==> config.mk <==
export PLATFORM = sky130hd
export DESIGN_NAME = rtcci_top
export DESIGN_NICKNAME = d
export VERILOG_FILES = /design/src/rtcci_pkg.sv /design/src/rtcci_pulse.sv /design/src/rtcci_top.sv
export VERILOG_INCLUDE_DIRS = /design/src /design/src/src
export SDC_FILE = /design/constraint.sdc
export NUM_CORES = 1
export LEC_CHECK = 0
export ABC_AREA = 1
export BUFFER_PORTS_ARGS = -buffer_cell sky130_fd_sc_hd__buf_2
export CORE_UTILIZATION = 30
export CTS_BUF_LIST = sky130_fd_sc_hd__clkbuf_2 sky130_fd_sc_hd__clkbuf_4 sky130_fd_sc_hd__clkbuf_8
export CTS_CLUSTER_SIZE = 8
export DETAILED_ROUTE_END_ITERATION = 12
export PLACE_DENSITY = 0.49
export SLEW_MARGIN = 30
export SYNTH_ARGS = -nofsm -noshare
export SYNTH_HDL_FRONTEND = slang
export SYNTH_SLANG_ARGS = --single-unit
==> constraint.sdc <==
create_clock -name REF_CLK -period 2.45 [get_ports REF_CLK]
set_input_delay 0.245 -clock REF_CLK [delete_from_list [all_inputs] [get_ports REF_CLK]]
set_output_delay 0.245 -clock REF_CLK [all_outputs]
set_load 0.01 [all_outputs]
==> src/rtcci_consts.svh <==
`ifndef RTCCI_CONSTS_SVH
`define RTCCI_CONSTS_SVH

// Register offsets
`define RTCCI_OFS_CTRL1 4'h0
`define RTCCI_OFS_CTRL2 4'h1
`define RTCCI_OFS_SECS 4'h2

// Field positions, first control register
`define RTCCI_BIT_TEST 7
`define RTCCI_BIT_STOP 5
`define RTCCI_BIT_OVRD 3
// Field positions, second control register
`define RTCCI_BIT_PULSE 4
`define RTCCI_BIT_AF 3
`define RTCCI_BIT_TF 2
`define RTCCI_BIT_AIE 1
`define RTCCI_BIT_TIE 0
// Field positions, seconds register
`define RTCCI_BIT_VL 7

// Reset values
`define RTCCI_RST_TEST 1'b0
`define RTCCI_RST_STOP 1'b0
`define RTCCI_RST_OVRD 1'b1
`define RTCCI_RST_VL 1'b1
`define RTCCI_RST_SECS 7'h00

// Timing: clock rate and divider chain
`define RTCCI_CLK_HZ 20000000
`define RTCCI_SQW_HZ 32768
// Pulse widths, as fractions of a second (denominators)
`define RTCCI_PW_DIV_8192 8192
`define RTCCI_PW_DIV_4096 4096
`define RTCCI_PW_DIV_128 128
`define RTCCI_PW_DIV_64 64
// Timer source selection codes
`define RTCCI_SRC_4096 2'h0
`define RTCCI_SRC_64 2'h1
`define RTCCI_SRC_1 2'h2
`define RTCCI_SRC_MIN 2'h3

`endif

==> src/rtcci_pkg.sv <==
package rtcci_pkg;

  // One register access from the serial engine
  typedef struct packed {
    logic rd;
    logic wr;
    logic [3:0] addr;
    logic [7:0] wdata;
  } rtcci_reg_req_type;

  // Countdown timer request from the timer register logic
  typedef struct packed {
    logic load;
    logic run;
    logic [1:0] src;
    logic [7:0] count;
  } rtcci_timer_req_type;

  // Pulse generator states
  typedef enum logic [1:0] {
    RTCCI_PS_IDLE = 2'b01,
    RTCCI_PS_HIGH = 2'b10
  } rtcci_pstate_type;

endpackage

==> src/rtcci_pulse.sv <==
`timescale 1ns/100ps
`default_nettype none
module rtcci_pulse
  import rtcci_pkg::*;
#(
  parameter int WW = 19
) (
  input wire logic clk,
  input wire logic rst,
  input wire logic start,
  input wire logic [WW-1:0] width,
  output logic active
);

  rtcci_pstate_type state_q, state_d;
  logic [WW-1:0] cnt_q, cnt_d;

  //////////////////////////////////////////////////////////////////
  // Next state: start while high reloads the count, so a late event of equal width never shortens; from idle it starts only if width exceeds one
  always_comb begin
    state_d = state_q;
    cnt_d = cnt_q;
    case (state_q)
      RTCCI_PS_IDLE: begin
        if (start && (width > WW'(1))) begin
          state_d = RTCCI_PS_HIGH;
          cnt_d = width - WW'(2);
        end
      end
      RTCCI_PS_HIGH: begin
        if (start) begin
          cnt_d = width - WW'(2);
        end else if (cnt_q == '0) begin
          state_d = RTCCI_PS_IDLE;
        end else begin
          cnt_d = cnt_q - WW'(1);
        end
      end
      default: begin
        state_d = RTCCI_PS_IDLE;
        cnt_d = '0;
      end
    endcase
  end

  // State registers
  always_ff @(posedge clk) begin
    if (rst) begin
      state_q <= RTCCI_PS_IDLE;
      cnt_q <= '0;
    end else begin
      state_q <= state_d;
      cnt_q <= cnt_d;
    end
  end

  assign active = (state_q == RTCCI_PS_HIGH);

endmodule
`default_nettype wire

==> src/rtcci_top.sv <==
`timescale 1ns/100ps
`default_nettype none
`include "rtcci_consts.svh"
module rtcci_top
  import rtcci_pkg::*;
#(
  parameter int CLK_HZ = `RTCCI_CLK_HZ,
  parameter int PW8192_CYC = `RTCCI_CLK_HZ / `RTCCI_PW_DIV_8192,
  parameter int PW4096_CYC = `RTCCI_CLK_HZ / `RTCCI_PW_DIV_4096,
  parameter int PW128_CYC = `RTCCI_CLK_HZ / `RTCCI_PW_DIV_128,
  parameter int PW64_CYC = `RTCCI_CLK_HZ / `RTCCI_PW_DIV_64
) (
  input wire logic REF_CLK,
  input wire logic RST,
  input wire rtcci_reg_req_type REG_REQ,
  output logic [7:0] REG_RDATA,
  input wire logic ALARM_EVENT,
  input wire logic LOW_VOLTAGE,
  input wire logic OSC_STOPPED,
  input wire logic EXTERNAL_CLOCK_TEST,
  input wire rtcci_timer_req_type TIMER_REQ,
  output logic [7:0] TIMER_VALUE,
  output logic [6:0] SECONDS_BCD,
  output logic INT_O,
  output logic INT_OE,
  output logic SQUARE_WAVE_OUT,
  output logic RESET_OVERRIDE_ENABLE
);

  localparam int PWW = 19;
  // Phase step for a 65.536 kHz carry out of a 24-bit accumulator
  localparam logic [23:0] SQW_STEP =
    24'((64'(2 * `RTCCI_SQW_HZ) << 24) / 64'(CLK_HZ));

  logic test_mode_sel_q, test_mode_sel_d;
  logic stop_q, stop_d;
  logic ovrd_q, ovrd_d;
  logic pulse_mode_q, pulse_mode_d;
  logic alarm_flag_q, alarm_flag_d;
  logic timer_flag_q, timer_flag_d;
  logic aie_q, aie_d;
  logic tie_q, tie_d;
  logic vl_q, vl_d;
  logic [3:0] sec_units_q, sec_units_d;
  logic [2:0] sec_tens_q, sec_tens_d;
  logic [23:0] acc_q, acc_d;
  logic sqw_q, sqw_d;
  logic [14:0] chain_q, chain_d;
  logic [5:0] minute_q, minute_d;
  logic [7:0] timer_q, timer_d;
  logic [7:0] load_n_q, load_n_d;
  logic [1:0] src_q, src_d;
  logic run_q, run_d;
  logic int_oe_q, int_oe_d;
  logic [7:0] rdata_q, rdata_d;
  logic wr0, wr1, wr2;
  logic carry;
  logic src_tick, tick4096, tick64, tick1, tick_min, timer_tick;
  logic timer_end;
  logic pulse_active;
  logic [PWW-1:0] pulse_width;

  //////////////////////////////////////////////////////////////////
  // Register write decode
  assign wr0 = REG_REQ.wr && (REG_REQ.addr == `RTCCI_OFS_CTRL1);
  assign wr1 = REG_REQ.wr && (REG_REQ.addr == `RTCCI_OFS_CTRL2);
  assign wr2 = REG_REQ.wr && (REG_REQ.addr == `RTCCI_OFS_SECS);

  //////////////////////////////////////////////////////////////////
  // Oscillator model: square wave keeps running whatever the stop bit
  always_comb begin
    {carry, acc_d} = {1'b0, acc_q} + {1'b0, SQW_STEP};
    sqw_d = carry ? ~sqw_q : sqw_q;
  end

  always_ff @(posedge REF_CLK) begin
    if (RST) begin
      acc_q <= '0;
      sqw_q <= 1'b0;
    end else begin
      acc_q <= acc_d;
      sqw_q <= sqw_d;
    end
  end

  //////////////////////////////////////////////////////////////////
  // Divider chain taps; in test mode the chain steps on the test input
  // test clock select
  assign src_tick = test_mode_sel_q ? EXTERNAL_CLOCK_TEST : (carry && sqw_q);
  assign tick4096 = src_tick && (chain_q[2:0] == 3'h7);
  assign tick64 = src_tick && (chain_q[8:0] == 9'h1ff);
  assign tick1 = src_tick && (chain_q == 15'h7fff);
  assign tick_min = tick1 && (minute_q == 6'd59);

  // Chain next value
  always_comb begin
    chain_d = chain_q;
    minute_d = minute_q;
    if (stop_q) begin
      chain_d = '0;
      minute_d = '0;
    end else if (src_tick) begin
      chain_d = chain_q + 15'h0001;
      if (tick1) begin
        minute_d = tick_min ? 6'd0 : minute_q + 6'd1;
      end
    end
  end

  always_ff @(posedge REF_CLK) begin
    if (RST) begin
      chain_q <= '0;
      minute_q <= '0;
    end else begin
      chain_q <= chain_d;
      minute_q <= minute_d;
    end
  end

  //////////////////////////////////////////////////////////////////
  // Countdown timer
  always_comb begin
    case (src_q)
      `RTCCI_SRC_4096: timer_tick = tick4096;
      `RTCCI_SRC_64: timer_tick = tick64;
      `RTCCI_SRC_1: timer_tick = tick1;
      default: timer_tick = tick_min;
    endcase
  end

  // End of countdown is the step from one to zero
  assign timer_end = run_q && timer_tick && !stop_q && (timer_q == 8'h01);

  always_comb begin
    timer_d = timer_q;
    load_n_d = load_n_q;
    src_d = src_q;
    run_d = TIMER_REQ.run;
    if (TIMER_REQ.load) begin
      timer_d = TIMER_REQ.count;
      load_n_d = TIMER_REQ.count;
      src_d = TIMER_REQ.src;
    end else if (run_q && timer_tick && !stop_q && (timer_q != 8'h00)) begin
      timer_d = timer_q - 8'h01;
    end
  end

  always_ff @(posedge REF_CLK) begin
    if (RST) begin
      timer_q <= '0;
      load_n_q <= '0;
      src_q <= `RTCCI_SRC_4096;
      run_q <= 1'b0;
    end else begin
      timer_q <= timer_d;
      load_n_q <= load_n_d;
      src_q <= src_d;
      run_q <= run_d;
    end
  end

  //////////////////////////////////////////////////////////////////
  // Control registers and flags
  always_comb begin
    test_mode_sel_d = test_mode_sel_q;
    stop_d = stop_q;
    ovrd_d = ovrd_q;
    pulse_mode_d = pulse_mode_q;
    aie_d = aie_q;
    tie_d = tie_q;
    // Unused bits are not stored, so stray ones read back as zero
    if (wr0) begin
      test_mode_sel_d = REG_REQ.wdata[`RTCCI_BIT_TEST];
      stop_d = REG_REQ.wdata[`RTCCI_BIT_STOP];
      ovrd_d = REG_REQ.wdata[`RTCCI_BIT_OVRD];
    end
    if (wr1) begin
      pulse_mode_d = REG_REQ.wdata[`RTCCI_BIT_PULSE];
      aie_d = REG_REQ.wdata[`RTCCI_BIT_AIE];
      tie_d = REG_REQ.wdata[`RTCCI_BIT_TIE];
    end
    alarm_flag_d = alarm_flag_q & ~(wr1 & ~REG_REQ.wdata[`RTCCI_BIT_AF]);
    timer_flag_d = timer_flag_q & ~(wr1 & ~REG_REQ.wdata[`RTCCI_BIT_TF]);
    // event sets flag; set wins over a clear in the same cycle
    if (ALARM_EVENT) begin
      alarm_flag_d = 1'b1;
    end
    if (timer_end) begin
      timer_flag_d = 1'b1;
    end
  end

  always_ff @(posedge REF_CLK) begin
    if (RST) begin
      test_mode_sel_q <= `RTCCI_RST_TEST;
      stop_q <= `RTCCI_RST_STOP;
      ovrd_q <= `RTCCI_RST_OVRD;
      pulse_mode_q <= 1'b0;
      alarm_flag_q <= 1'b0;
      timer_flag_q <= 1'b0;
      aie_q <= 1'b0;
      tie_q <= 1'b0;
    end else begin
      test_mode_sel_q <= test_mode_sel_d;
      stop_q <= stop_d;
      ovrd_q <= ovrd_d;
      pulse_mode_q <= pulse_mode_d;
      alarm_flag_q <= alarm_flag_d;
      timer_flag_q <= timer_flag_d;
      aie_q <= aie_d;
      tie_q <= tie_d;
    end
  end

  //////////////////////////////////////////////////////////////////
  // Seconds and integrity flag; a write in the tick cycle wins
  always_comb begin
    sec_units_d = sec_units_q;
    sec_tens_d = sec_tens_q;
    vl_d = vl_q || LOW_VOLTAGE || OSC_STOPPED;
    if (wr2) begin
      vl_d = REG_REQ.wdata[`RTCCI_BIT_VL] || LOW_VOLTAGE || OSC_STOPPED;
      sec_units_d = REG_REQ.wdata[3:0];
      sec_tens_d = REG_REQ.wdata[6:4];
    end else if (tick1 && !stop_q) begin
      if (sec_units_q >= 4'd9) begin
        sec_units_d = 4'd0;
        sec_tens_d = (sec_tens_q >= 3'd5) ? 3'd0 : sec_tens_q + 3'd1;
      end else begin
        sec_units_d = sec_units_q + 4'd1;
      end
    end
  end

  always_ff @(posedge REF_CLK) begin
    if (RST) begin
      vl_q <= `RTCCI_RST_VL;
      {sec_tens_q, sec_units_q} <= `RTCCI_RST_SECS;
    end else begin
      vl_q <= vl_d;
      sec_units_q <= sec_units_d;
      sec_tens_q <= sec_tens_d;
    end
  end

  //////////////////////////////////////////////////////////////////
  // Pulse width: the generator's internal clock ties width to source and count
  always_comb begin
    case (src_q)
      `RTCCI_SRC_4096: begin
        pulse_width = (load_n_q == 8'h01) ? PWW'(PW8192_CYC) : PWW'(PW4096_CYC);
      end
      `RTCCI_SRC_64: begin
        pulse_width = (load_n_q == 8'h01) ? PWW'(PW128_CYC) : PWW'(PW64_CYC);
      end
      default: pulse_width = PWW'(PW64_CYC);
    endcase
  end

  rtcci_pulse #(
    .WW(PWW)
  ) u_pulse (
    .clk(REF_CLK),
    .rst(RST),
    .start(timer_end),
    .width(pulse_width),
    .active(pulse_active)
  );

  //////////////////////////////////////////////////////////////////
  // Interrupt request, built from next values: the pin moves with the alarm flag, and with the timer flag only in level mode
  always_comb begin
    if (!pulse_mode_d) begin
      int_oe_d = timer_flag_d && tie_d;
    end else begin
      int_oe_d = (timer_end || pulse_active) && tie_d;
    end
    int_oe_d = int_oe_d || (alarm_flag_d && aie_d);
  end

  always_ff @(posedge REF_CLK) begin
    if (RST) begin
      int_oe_q <= 1'b0;
    end else begin
      int_oe_q <= int_oe_d;
    end
  end

  //////////////////////////////////////////////////////////////////
  // Read data register; addresses outside this block read zero
  always_comb begin
    rdata_d = rdata_q;
    if (REG_REQ.rd) begin
      case (REG_REQ.addr)
        `RTCCI_OFS_CTRL1: begin
          rdata_d = 8'h00;
          rdata_d[`RTCCI_BIT_TEST] = test_mode_sel_q;
          rdata_d[`RTCCI_BIT_STOP] = stop_q;
          rdata_d[`RTCCI_BIT_OVRD] = ovrd_q;
        end
        `RTCCI_OFS_CTRL2: begin
          rdata_d = 8'h00;
          rdata_d[`RTCCI_BIT_PULSE] = pulse_mode_q;
          rdata_d[`RTCCI_BIT_AF] = alarm_flag_q;
          rdata_d[`RTCCI_BIT_TF] = timer_flag_q;
          rdata_d[`RTCCI_BIT_AIE] = aie_q;
          rdata_d[`RTCCI_BIT_TIE] = tie_q;
        end
        `RTCCI_OFS_SECS: rdata_d = {vl_q, sec_tens_q, sec_units_q};
        default: rdata_d = 8'h00;
      endcase
    end
  end

  always_ff @(posedge REF_CLK) begin
    if (RST) begin
      rdata_q <= 8'h00;
    end else begin
      rdata_q <= rdata_d;
    end
  end

  //////////////////////////////////////////////////////////////////
  // Outputs, all from flip-flops except INT_O, which is a constant zero
  assign REG_RDATA = rdata_q;
  assign TIMER_VALUE = timer_q;
  assign SECONDS_BCD = {sec_tens_q, sec_units_q};
  assign INT_O = 1'b0; // Pin only ever pulls low
  assign INT_OE = int_oe_q;
  assign SQUARE_WAVE_OUT = sqw_q;
  assign RESET_OVERRIDE_ENABLE = ovrd_q;

endmodule
`default_nettype wire

Yosys cells after proc, flatten, opt, wreduce, memory -nomap -nowiden --
Index checks and enable logic that the tools add are counted.
Word-level totals: output and inout port bits 27, register bits after elaboration 111
Cells by class: equality and inequality tests 16, bitwise logic cells 9, add/subtract/negate cells 8, muxes and demuxes 31, reduce and logical (&&, ||, !) cells 36, order comparisons 3
Operators with widths (count):
- $mux W19 | 4
- $pmux W19 S2 | 2
- $add A24 B16 Y25 const B | 1
- $pmux W8 S3 | 1
- $gt A19 B1 Y1 const B | 1
- $logic_not A19 Y1 | 1
- $sub A19 B1 Y19 const B | 1
- $sub A19 B2 Y19 const B | 1
- $logic_and A1 B1 Y1 | 17
- $eq A8 B1 Y1 const B | 2
- $mux W8 | 2
- $add A15 B1 Y15 const B | 1
- $eq A15 B15 Y1 const B | 1
- $mux W13 | 1
- $mux W3 | 4
- $mux W4 | 3
- $eq A9 B9 Y1 const B | 1
- $mux W1 | 8
- $reduce_bool A8 Y1 | 1
- $sub A8 B1 Y8 const B | 1
- $add A6 B1 Y6 const B | 1
- $eq A6 B6 Y1 const B | 1
- $logic_or A1 B1 Y1 | 6
- $mux W2 | 3
- 24 further kinds | 38

Logic depth before layout (Yosys ltp) --
Gate-level depths: netlist (run 1).
depth after elaboration 13, mapped depth 19

Modules after synthesis --
From an unflattened synthesis (run 1), not the netlist that was laid out.
Second synthesis, totals: cell total of the unflattened synthesis 994, area total of the unflattened synthesis 6642.6 µm²
By module, submodules not included:
- rtcci_top | times used 1, area an instance 4524.3 µm², cells each 644
- rtcci_pulse | times used 1, area an instance 2118.3 µm², cells each 350

Worst setup path before layout (run 1) --
Ideal clock, no wire load.
path kind register to register, from reg load_n_q[4], to reg u_pulse.cnt_q[11], data arrival time 2.133 ns, buffers on the path 0, cell stages (with the launch flop) 15, setup slack 0.178 ns, data required time 2.311 ns, library setup time 0.139 ns, cell sequence dfxtp_1 -> or2_1 -> or3_1 -> nor3_1 -> nor2_1 -> nor2_1 -> inv_1 -> ha_1 -> inv_1 -> nor2_1 -> xor2_1 -> nand2_1 -> nand2_1 -> nand2_2 -> a21oi_2
Between the ends: cells in the longest elaborated chain, start to end 7, elaborated cells between the ends (all ways) 12, those cells by class 1 x add/sub; 1 x order compare; 2 x eq/ne; 6 x mux; 2 x reduce/logical
RTL lines:
- start, declared | RTL line rtcci_top.sv:51 | logic [7:0] load_n_q, load_n_d;
- start signal, assigned | RTL line rtcci_top.sv:156 | load_n_q <= load_n_d;
- $eq A8 B1 Y1 (*) | RTL line rtcci_top.sv:251, rtcci_top.sv:254
- $mux W13 / $mux W19 (equally long branches) | RTL line rtcci_top.sv:251, rtcci_top.sv:254
- $pmux W19 S2 (*) | RTL line rtcci_top.sv:249 | case (src_q)
- $gt A19 B1 Y1 | RTL line rtcci_pulse.sv:25 | if (start && (width > WW'(1))) begin
- $logic_and A1 B1 Y1 | RTL line rtcci_pulse.sv:25
- $ne A2 B1 Y1 (no source line)
- $reduce_and A2 Y1 (no source line)
- end signal, assigned | RTL line rtcci_pulse.sv:53 | cnt_q <= cnt_d;
- end, declared | RTL line rtcci_pulse.sv:16 | logic [WW-1:0] cnt_q, cnt_d;
Every way passes the cells marked *; elsewhere a longest branch is shown, timed or not. The select of a mux whose other input is x is not followed. A chain may end at the register's enable or synchronous reset.

Final worst setup path (run 1) --
from reg chain_q[0], to reg u_pulse.cnt_q[3]
Between the ends: cells in the longest elaborated chain, start to end 10, elaborated cells between the ends (all ways) 17, those cells by class 5 x eq/ne; 3 x mux; 9 x reduce/logical
RTL lines:
- start, declared | RTL line rtcci_top.sv:48 | logic [14:0] chain_q, chain_d;
- start signal, assigned | RTL line rtcci_top.sv:115 | chain_q <= chain_d;
- $eq A15 B15 Y1 | RTL line rtcci_top.sv:92 | assign tick1 = src_tick && (chain_q == 15'h7fff);
- $logic_and A1 B1 Y1 | RTL line rtcci_top.sv:92
- $logic_and A1 B1 Y1 | RTL line rtcci_top.sv:93 | assign tick_min = tick1 && (minute_q == 6'd59);
- $pmux W1 S3 (*) | RTL line rtcci_top.sv:123 | case (src_q)
- $logic_and A1 B1 Y1 (*) (3 in a row) | RTL line rtcci_top.sv:132 | assign timer_end = run_q && timer_tick && !stop_q && (timer_q == 8'h01);
- $logic_and A1 B1 Y1 | RTL line rtcci_pulse.sv:25
- $ne A2 B1 Y1 (no source line)
- $reduce_and A2 Y1 (no source line)
Every way passes the cells marked *; elsewhere a longest branch is shown, timed or not.

==> results of run 1 <==
[state kept, by name, indices dropped and copies added, names as in the netlist]
name and cells:
load_n_q 8, u_pulse.state_q 2, sec_tens_q 3, u_pulse.cnt_q 19
test_mode_sel_q 1, INT_OE 1, acc_q 24, run_q 1
stop_q 1, chain_q 15, tie_q 1, vl_q 1
pulse_mode_q 1, alarm_flag_q 1, SQUARE_WAVE_OUT 1, aie_q 1
RESET_OVERRIDE_ENABLE 1, sec_units_q 4, timer_flag_q 1, TIMER_VALUE 8
minute_q 6, REG_RDATA 8, src_q 2
[worst paths after layout]
kind                                   from          endpoint  cells past startpoint
worst min register to register     acc_q[0]          acc_q[0]                      1
worst max-delay path             chain_q[0]  u_pulse.cnt_q[3]                     14
worst max register to register   chain_q[0]  u_pulse.cnt_q[3]                     14
worst min-delay path            OSC_STOPPED              vl_q                      3
[metal layers]
metal	routed length, um	vias to the layer above	part of all wire (%)	GRT usage (%)
met2	7360	64	46	25.8
met3	381	11	2.4	1.99
met5	0	-	0	0
li1	-	3045	-	-
met4	202	0	1.3	5.15
met1	8130	2591	51	22.4
[worst register-to-register path: cells and delay by family (launching register included)]
kind / cells / cell delay, ps
fa+ha+maj: 1 / 140
flops: 1 / 360
buf+inv: 1 / 200
compound gates: 1 / 100
simple gates: 11 / 1540
[layout make-up]
class | count | area (um2)
Inverter | 112 | 423
Timing Repair Buffer | 105 | 704
Clock buffer | 11 | 145
Multi-Input combinational cell | 636 | 3540
Sequential cell | 111 | 2250
Tap cell | 265 | 332
Fill cell | 2159 | 12200
Clock inverter | 5 | 38.8
[placed cells by master, fill, tap and decap left out, types with 13 or more instances in the layout]
master	netlist	routed
a21oi_1	72	70
buf_2	0	57
buf_4	1	43
dfxtp_1	111	93
dfxtp_2	0	15
ha_1	17	13
inv_1	109	97
inv_2	3	14
nand2_1	214	202
nand2_2	15	21
nand3_1	42	40
nor2_1	93	87
o21ai_0	52	50
xor2_1	20	20
[kinds of logic (layout without fill, tap and decap cells)]
group | count (synthesis) | after routing | synth area share [%]
xor+xnor | 27 | 27 | 3.90
fa+ha+maj | 17 | 17 | 3.51
buf+inv | 133 | 233 | 8.67
simple gates | 418 | 418 | 30.9
flops | 111 | 111 | 36.6
compound gates | 173 | 173 | 16.3
other cells | 1 | 1 | 0.0618
[synth_stat cells, drive strengths merged (7+ instances only)]
master  instances  share of area [%]
nand2         233                 16
inv           112                6.9
dfxtp         111                 37
nor2           99                6.5
a21oi          83                7.7
o21ai          53                4.4
nand3          46                4.1
xor2           20                2.9
ha             17                3.5
clkbuf         16               0.99
nand4          14                1.9
nor3           14                1.4
a31oi          12                1.2
o22ai           9               0.93
xnor2           7                1.0
[stage by stage]
step	total power, W	util, %	setup TNS (ps)	instances
2_1_floorplan	0.00377	-	0	880
6_report	0.00581	37.8	0	1245
4_1_cts	0.00542	35.7	0	1225
5_1_grt	0.00626	37.8	-1150	1245
3_5_place_dp	0.00430	34.7	0	1209
3_3_place_gp	0.00432	34.7	0	1209
[timing repair]
action / in CTS / in global routing
endpoints found under the setup margin: 0 / 35
hold endpoints to repair: 0 / 0
resized for setup: 0 / 86
buffers inserted: 0 / 19
[power groups by stage]
stage | Sequential (W) | Combinational [W] | Clock (W)
2_1_floorplan | 0.00215 | 0.00163 | 0
3_3_place_gp | 0.00218 | 0.00214 | 0
3_5_place_dp | 0.00218 | 0.00213 | 0
4_1_cts | 0.00214 | 0.00214 | 0.00115
5_1_grt | 0.00219 | 0.00285 | 0.00122
6_report | 0.00216 | 0.00254 | 0.00111
==> key figures, run 1 <==
CTS
  – TritonCTS Buffers: 9
  – Clock Latency Late Sink: about 400 ps
  – Hold-fix buffers, CTS: 0
  – Number of sinks driven by the clock tree: between 100 and 150
  – CTS tree: built
  – Root cell of the clock tree: clkbuf_8
  – Clock tree buffer depth: 2
  – Clock input transition at the sequential cells of the worst setup and hold paths: around 120 ps
  – H-tree level count: 3

Drt
  – Number of antenna-violating nets in the routed design: 0
  – Via count: ~5700
  – Total wire length: ~16000 um
  – DRC violation count after routing: 0
  – Vias per cell: 4.59
  – Wire per inst: between 10 and 15 um
  – Number of detailed-routing iterations run before antenna repair: 5
  – Count of routing violations after the opening detailed-route iteration: roughly 290

STA
  – Achievable Freq: 420 MHz
  – Slew @ Worst Pin: between 500 and 600 ps
  – Setup slack after layout: ~69 ps
  – Final hold violations: 0
  – Worst hold slack: 51.7 ps
  – Fin crit period: 2380 ps
  – Fraction of the cycle the final worst path needs: between 90% and 100%
  – Setup Viol. Count Final: 0
  – Final max-slew violation count: 0
  – Worst clock skew on the final layout: ~21 ps
  – Setup repair after global routing missed its margin: true
  – Max_slew headroom: approximately two thirds

Power and ir drop
  – NetSw: ~0.0023 W
  – Sequential group share of total power: a little under two fifths
  – Clock power frac: approximately a fifth
  – Share of power burned in combinational logic: ~44%
  – Internal: 0.00353 W
  – Switching share of power: between 30% and 40%
  – Static Leak: about 3.3 nW
  – Power per standard cell area: between 700 and 800 nW/um2
  – Worst vdd rail ir drop: between 300 and 400 uV

Yosys
  – Post-synthesis sequential element count: 111
  – Count of synthesis-stage warnings from yosys: 0
  – Number of nets produced by synthesis: around 930
  – Main synth FF type: dfxtp_1
  – Number of standard cells after synthesis: 880
  – Distinct cell type count of the synthesized netlist: 49
  – Number of enable flip-flop cells after synthesis: 0
  – Sequential fraction of the synthesis area: 36.6%
  – Async SR Flop Fraction: 0%
  – Netlist Area Pre-Place: approximately 6100 um2
  – Mapped Avg Cell Area: 6.89 um2

Worst setup path
  – Critical Path, Cell by Cell: ha_4 -> nand2_2 -> nor3_4 -> nand3_2 -> nor3_1 -> nand3_2 -> nand2_4 -> nand4_4 -> nand2_4 -> nand2_4 -> nor2_4 -> clkbuf_16 -> nand2_1 -> a21oi_1
  – Critical-path cell with the highest stage delay: dfxtp_2
  – Required time reported for the critical path endpoint: ~2800 ps
  – Most common cell on crit path: nand2_4
  – Startpoint class of the critical path: flop
  – Top cell family by delay on the critical path: simple AND/OR/NAND/NOR gates
  – Critical path type: reg -> reg
  – Max Fanout on Critical Path: 8
  – Sort of element at the end of the critical path: flop
  – R2R Setup Slk: slightly below 70 ps
  – Arrival time of data at the critical path endpoint: between 2000 and 3000 ps
  – CP bufs+invs: 1
  – CP max stage delay: around 360 ps

Floorplanning
  – Die span in y: roughly 140 um
  – Area of the placeable core: 19700 um2
  – Starting density of the core: ~31%
  – Floorplan die area: approximately 21000 um2
  – X dimension of the die: between 100 and 150 um
  – Cell row count: roughly 50
  – IO Pins: between 50 and 60

GRT
  – Vias in the first global route: just over 5000
  – Wire length of the first global-routing pass: 26100 um
  – Pin count of the biggest net entering global routing: 37
  – Antenna violations before repair: 0
  – Global route overflow: 0
  – Overall global routing resource usage: roughly 16%

Layout
  – Layout cell share with drive strength beyond 1: roughly a quarter
  – Layout Nets: 1024
  – Final std cell area, no fill: about 7400 um2
  – Antenna Cells: 0
  – Syn-to-layout area delta: 22.6%

Flow run
  – Max-cap check violation count: 0

Placement
  – Routability cong.: 0.802
  – Placed Instance Area: between 6000 and 7000 um2
  – Worst slack at placement: ~24 ps
  – Detailed Place HPWL: ~12000 um
  – Port Buffer Count: 57

Hold path
  – Hold Path Class: in -> reg

Status
  – Outcome: complete, no violations
Note: power is estimated with default switching activity, not from simulation.
==> inputs of run 2 (changes only) <==
- CTS_BUF_LIST: sky130_fd_sc_hd__clkbuf_2 sky130_fd_sc_hd__clkbuf_4 sky130_fd_sc_hd__clkbuf_8 -> sky130_fd_sc_hd__clkbuf_16
- PLACE_DENSITY: 0.49 -> 0.47
- clock period: 2.45 -> 3 ns (I/O delays scaled with it)
==> run 2 against run 1 <==
  * Global-route usage increased by 0.076 points
  * Largest power group is now registers
  * Combinational power shrank 34%
  * Critical endpoint is now TIMER_VALUE[2]
  * Wire length decreased by 2.4%
  * Power fell by 20%
  * Critical path depth rose by 4
  * First-iteration DRC count rose by 0.35%
  * Flip-flop and latch count unchanged
  * Clock skew fell by 10 ps
  * Sequential power down 19%
  * Clock power rose by 12%
  * Sequential share of layout area grew 1.6 points
==> key figures, run 2 (synthesis gave the netlist of run 1 again) <==
Status
  – Outcome: complete, no violations

CTS
  – Clock Latency Late Sink: 360 ps
  – Clock tree buffer depth: 2
  – H-tree level count: 3
  – Number of sinks driven by the clock tree: 111
  – TritonCTS Buffers: 9
  – Hold-fix buffers, CTS: 0
  – Root cell of the clock tree: clkbuf_16
  – CTS tree: built
  – Clock input transition at the sequential cells of the worst setup and hold paths: around 80 ps

GRT
  – Pin count of the biggest net entering global routing: 34
  – Vias in the first global route: between 5000 and 6000
  – Overall global routing resource usage: 16.2%
  – Antenna violations before repair: 0
  – Global route overflow: 0
  – Wire length of the first global-routing pass: around 26000 um

Drt
  – Vias per cell: between 4 and 5
  – Total wire length: roughly 16000 um
  – Number of antenna-violating nets in the routed design: 0
  – DRC violation count after routing: 0
  – Number of detailed-routing iterations run before antenna repair: 4
  – Count of routing violations after the opening detailed-route iteration: approximately 290
  – Wire per inst: about 13 um
  – Via count: roughly 5500

Power and ir drop
  – Static Leak: about 3 nW
  – Worst vdd rail ir drop: around 320 uV
  – Power per standard cell area: approximately 670 nW/um2

Floorplanning
  – Die span in y: between 100 and 150 um
  – Floorplan die area: between 20000 and 25000 um2
  – Cell row count: just over 50
  – X dimension of the die: between 100 and 150 um
  – Area of the placeable core: between 15000 and 20000 um2
  – Starting density of the core: between 30% and 40%
  – IO Pins: a little under 60

Hold path
  – Hold Path Class: in -> reg
  – Hold path endpoint: run_q
  – Worst Hold Launch: TIMER_REQ[10]
  – Hold depth: 3

STA
  – Final max-slew violation count: 0
  – Fin crit period: ~2600 ps
  – Fraction of the cycle the final worst path needs: between 80 and 90%
  – Setup repair after global routing missed its margin: false
  – Setup Viol. Count Final: 0
  – Worst clock skew on the final layout: 11.1 ps
  – Slew @ Worst Pin: around 740 ps
  – Sum Neg Setup Slack: 0 ps
  – Worst hold slack: approximately 150 ps
  – Final hold violations: 0
  – Achievable Freq: 384 MHz
  – Max_slew headroom: approximately half
  – Setup slack after layout: just under 400 ps

Worst setup path
  – Capture instance of the worst register-to-register path: TIMER_VALUE[2]
  – CP bufs+invs: 3
  – Top cell family by delay on the critical path: simple AND/OR/NAND/NOR gates
  – CP max stage delay: approximately 350 ps
  – Most common cell on crit path: nand2_1
  – Critical-path cell with the highest stage delay: dfxtp_1
  – Startpoint class of the critical path: flop
  – Depth of the worst register-to-register path: 18
  – Critical path type: reg -> reg
  – Critical Path, Cell by Cell: inv_1 -> ha_1 -> nand2_1 -> nand3_1 -> nand2_1 -> nand2_1 -> nand2_1 -> nand3_2 -> nand2_4 -> nand3_2 -> nand2_4 -> inv_1 -> nor2_2 -> o21ai_1 -> nand2_1 -> inv_2 -> o21ai_0 -> a21oi_1
  – Arrival time of data at the critical path endpoint: roughly 2900 ps
  – R2R Setup Slk: ~400 ps
  – Required time reported for the critical path endpoint: ~3300 ps
  – Max Fanout on Critical Path: 15
  – Launch point of the worst reg-to-reg path: acc_q[0]
  – Sort of element at the end of the critical path: flop

Layout
  – Layout cell share with drive strength beyond 1: between 10% and 20%
  – Final std cell area, no fill: 6970 um2
  – Syn-to-layout area delta: 15.0%
  – Layout Nets: slightly below 1000
  – Antenna Cells: 0
  – Most frequent cells in the layout: 214 x nand2_1, 111 x dfxtp_1, 109 x inv_1
  – Most frequent standard cell in the layout excluding fill and tap cells: nand2_1
  – Number of flip-flops in the largest register: 24
  – Largest regs: acc_q (24), u_pulse.cnt_q (19), chain_q (15)
  – Reg with most FFs: acc_q
  – Final Non-Filler Cells: ~1200

Placement
  – Cell count after placement: around 1200
  – Routability cong.: 0.788
  – Port Buffer Count: 57
  – Placed Instance Area: between 6000 and 7000 um2
  – Detailed Place HPWL: 11900 um
  – Worst slack at placement: between 200 and 250 ps

Flow run
  – Max-cap check violation count: 0
## run 2: changes by cell type in the layout (fill, tap and decap cells not counted), sizes merged
| cell | previous run | this run |
|---|---|---|
| buf | 104 | 68 |
| bufinv | 0 | 1 |
| clkbuf | 12 | 9 |
| clkinv | 2 | 5 |
| inv | 115 | 113 |
## run 2: final cells by class
cell class	count	area, um2
timing repair buffer	68	380
tap	265	332
sequential	111	2220
inverter	112	420
clock buffer	9	225
fill	2176	12700
multi-input combinational	636	3320
clock inverter	7	72.6
## run 2: timing repair
action,in CTS,in global routing
endpoints found under the setup margin,0,11
resized for setup,0,1
setup buffers,0,2
## run 2: metal layers
layer	share of wire, %	vias to the layer above	track usage, %	routed length [um]
li1	-	2976	-	-
met1	50	2418	21.9	7850
met2	46	74	26.4	7140
met3	2.9	14	2.68	460
met4	1.4	0	4.65	227
met5	0	-	0	0
## run 2: per-stage QoR
| stage | power, W | util, % |
|---|---|---|
| after floorplan | 0.00308 | - |
| after global placement | 0.00343 | 33.8 |
| after detailed placement | 0.00342 | 33.8 |
| after CTS | 0.00467 | 35.3 |
| after global routing | 0.00502 | 35.5 |
| final | 0.00467 | 35.5 |
## run 2: power by group
group / switching (W) / internal [W] / leakage (nW)
Clock: 0.000590 / 0.000651 / 0.145
Combinational: 0.00102 / 0.000659 / 1.99
Sequential: 0.000134 / 0.00161 / 0.906
## run 2: how the worst max path moves through the flow
stage / from / to / slack (ps) / cells after the start
final: acc_q[0] / TIMER_VALUE[2] / 400 / 18
after global routing: acc_q[0] / sec_tens_q[2] / 20 / 17
after CTS: acc_q[0] / u_pulse.cnt_q[4] / 220 / 17
after detailed placement: acc_q[0] / u_pulse.cnt_q[4] / 250 / 17
after global placement: acc_q[0] / TIMER_VALUE[1] / 330 / 18
after floorplan: load_n_q[4] / u_pulse.cnt_q[11] / 730 / 14
## run 2: worst min-delay path, cell delays in order
cell and delay, ps:
buf_2 90, inv_1 40, nor2_1 30
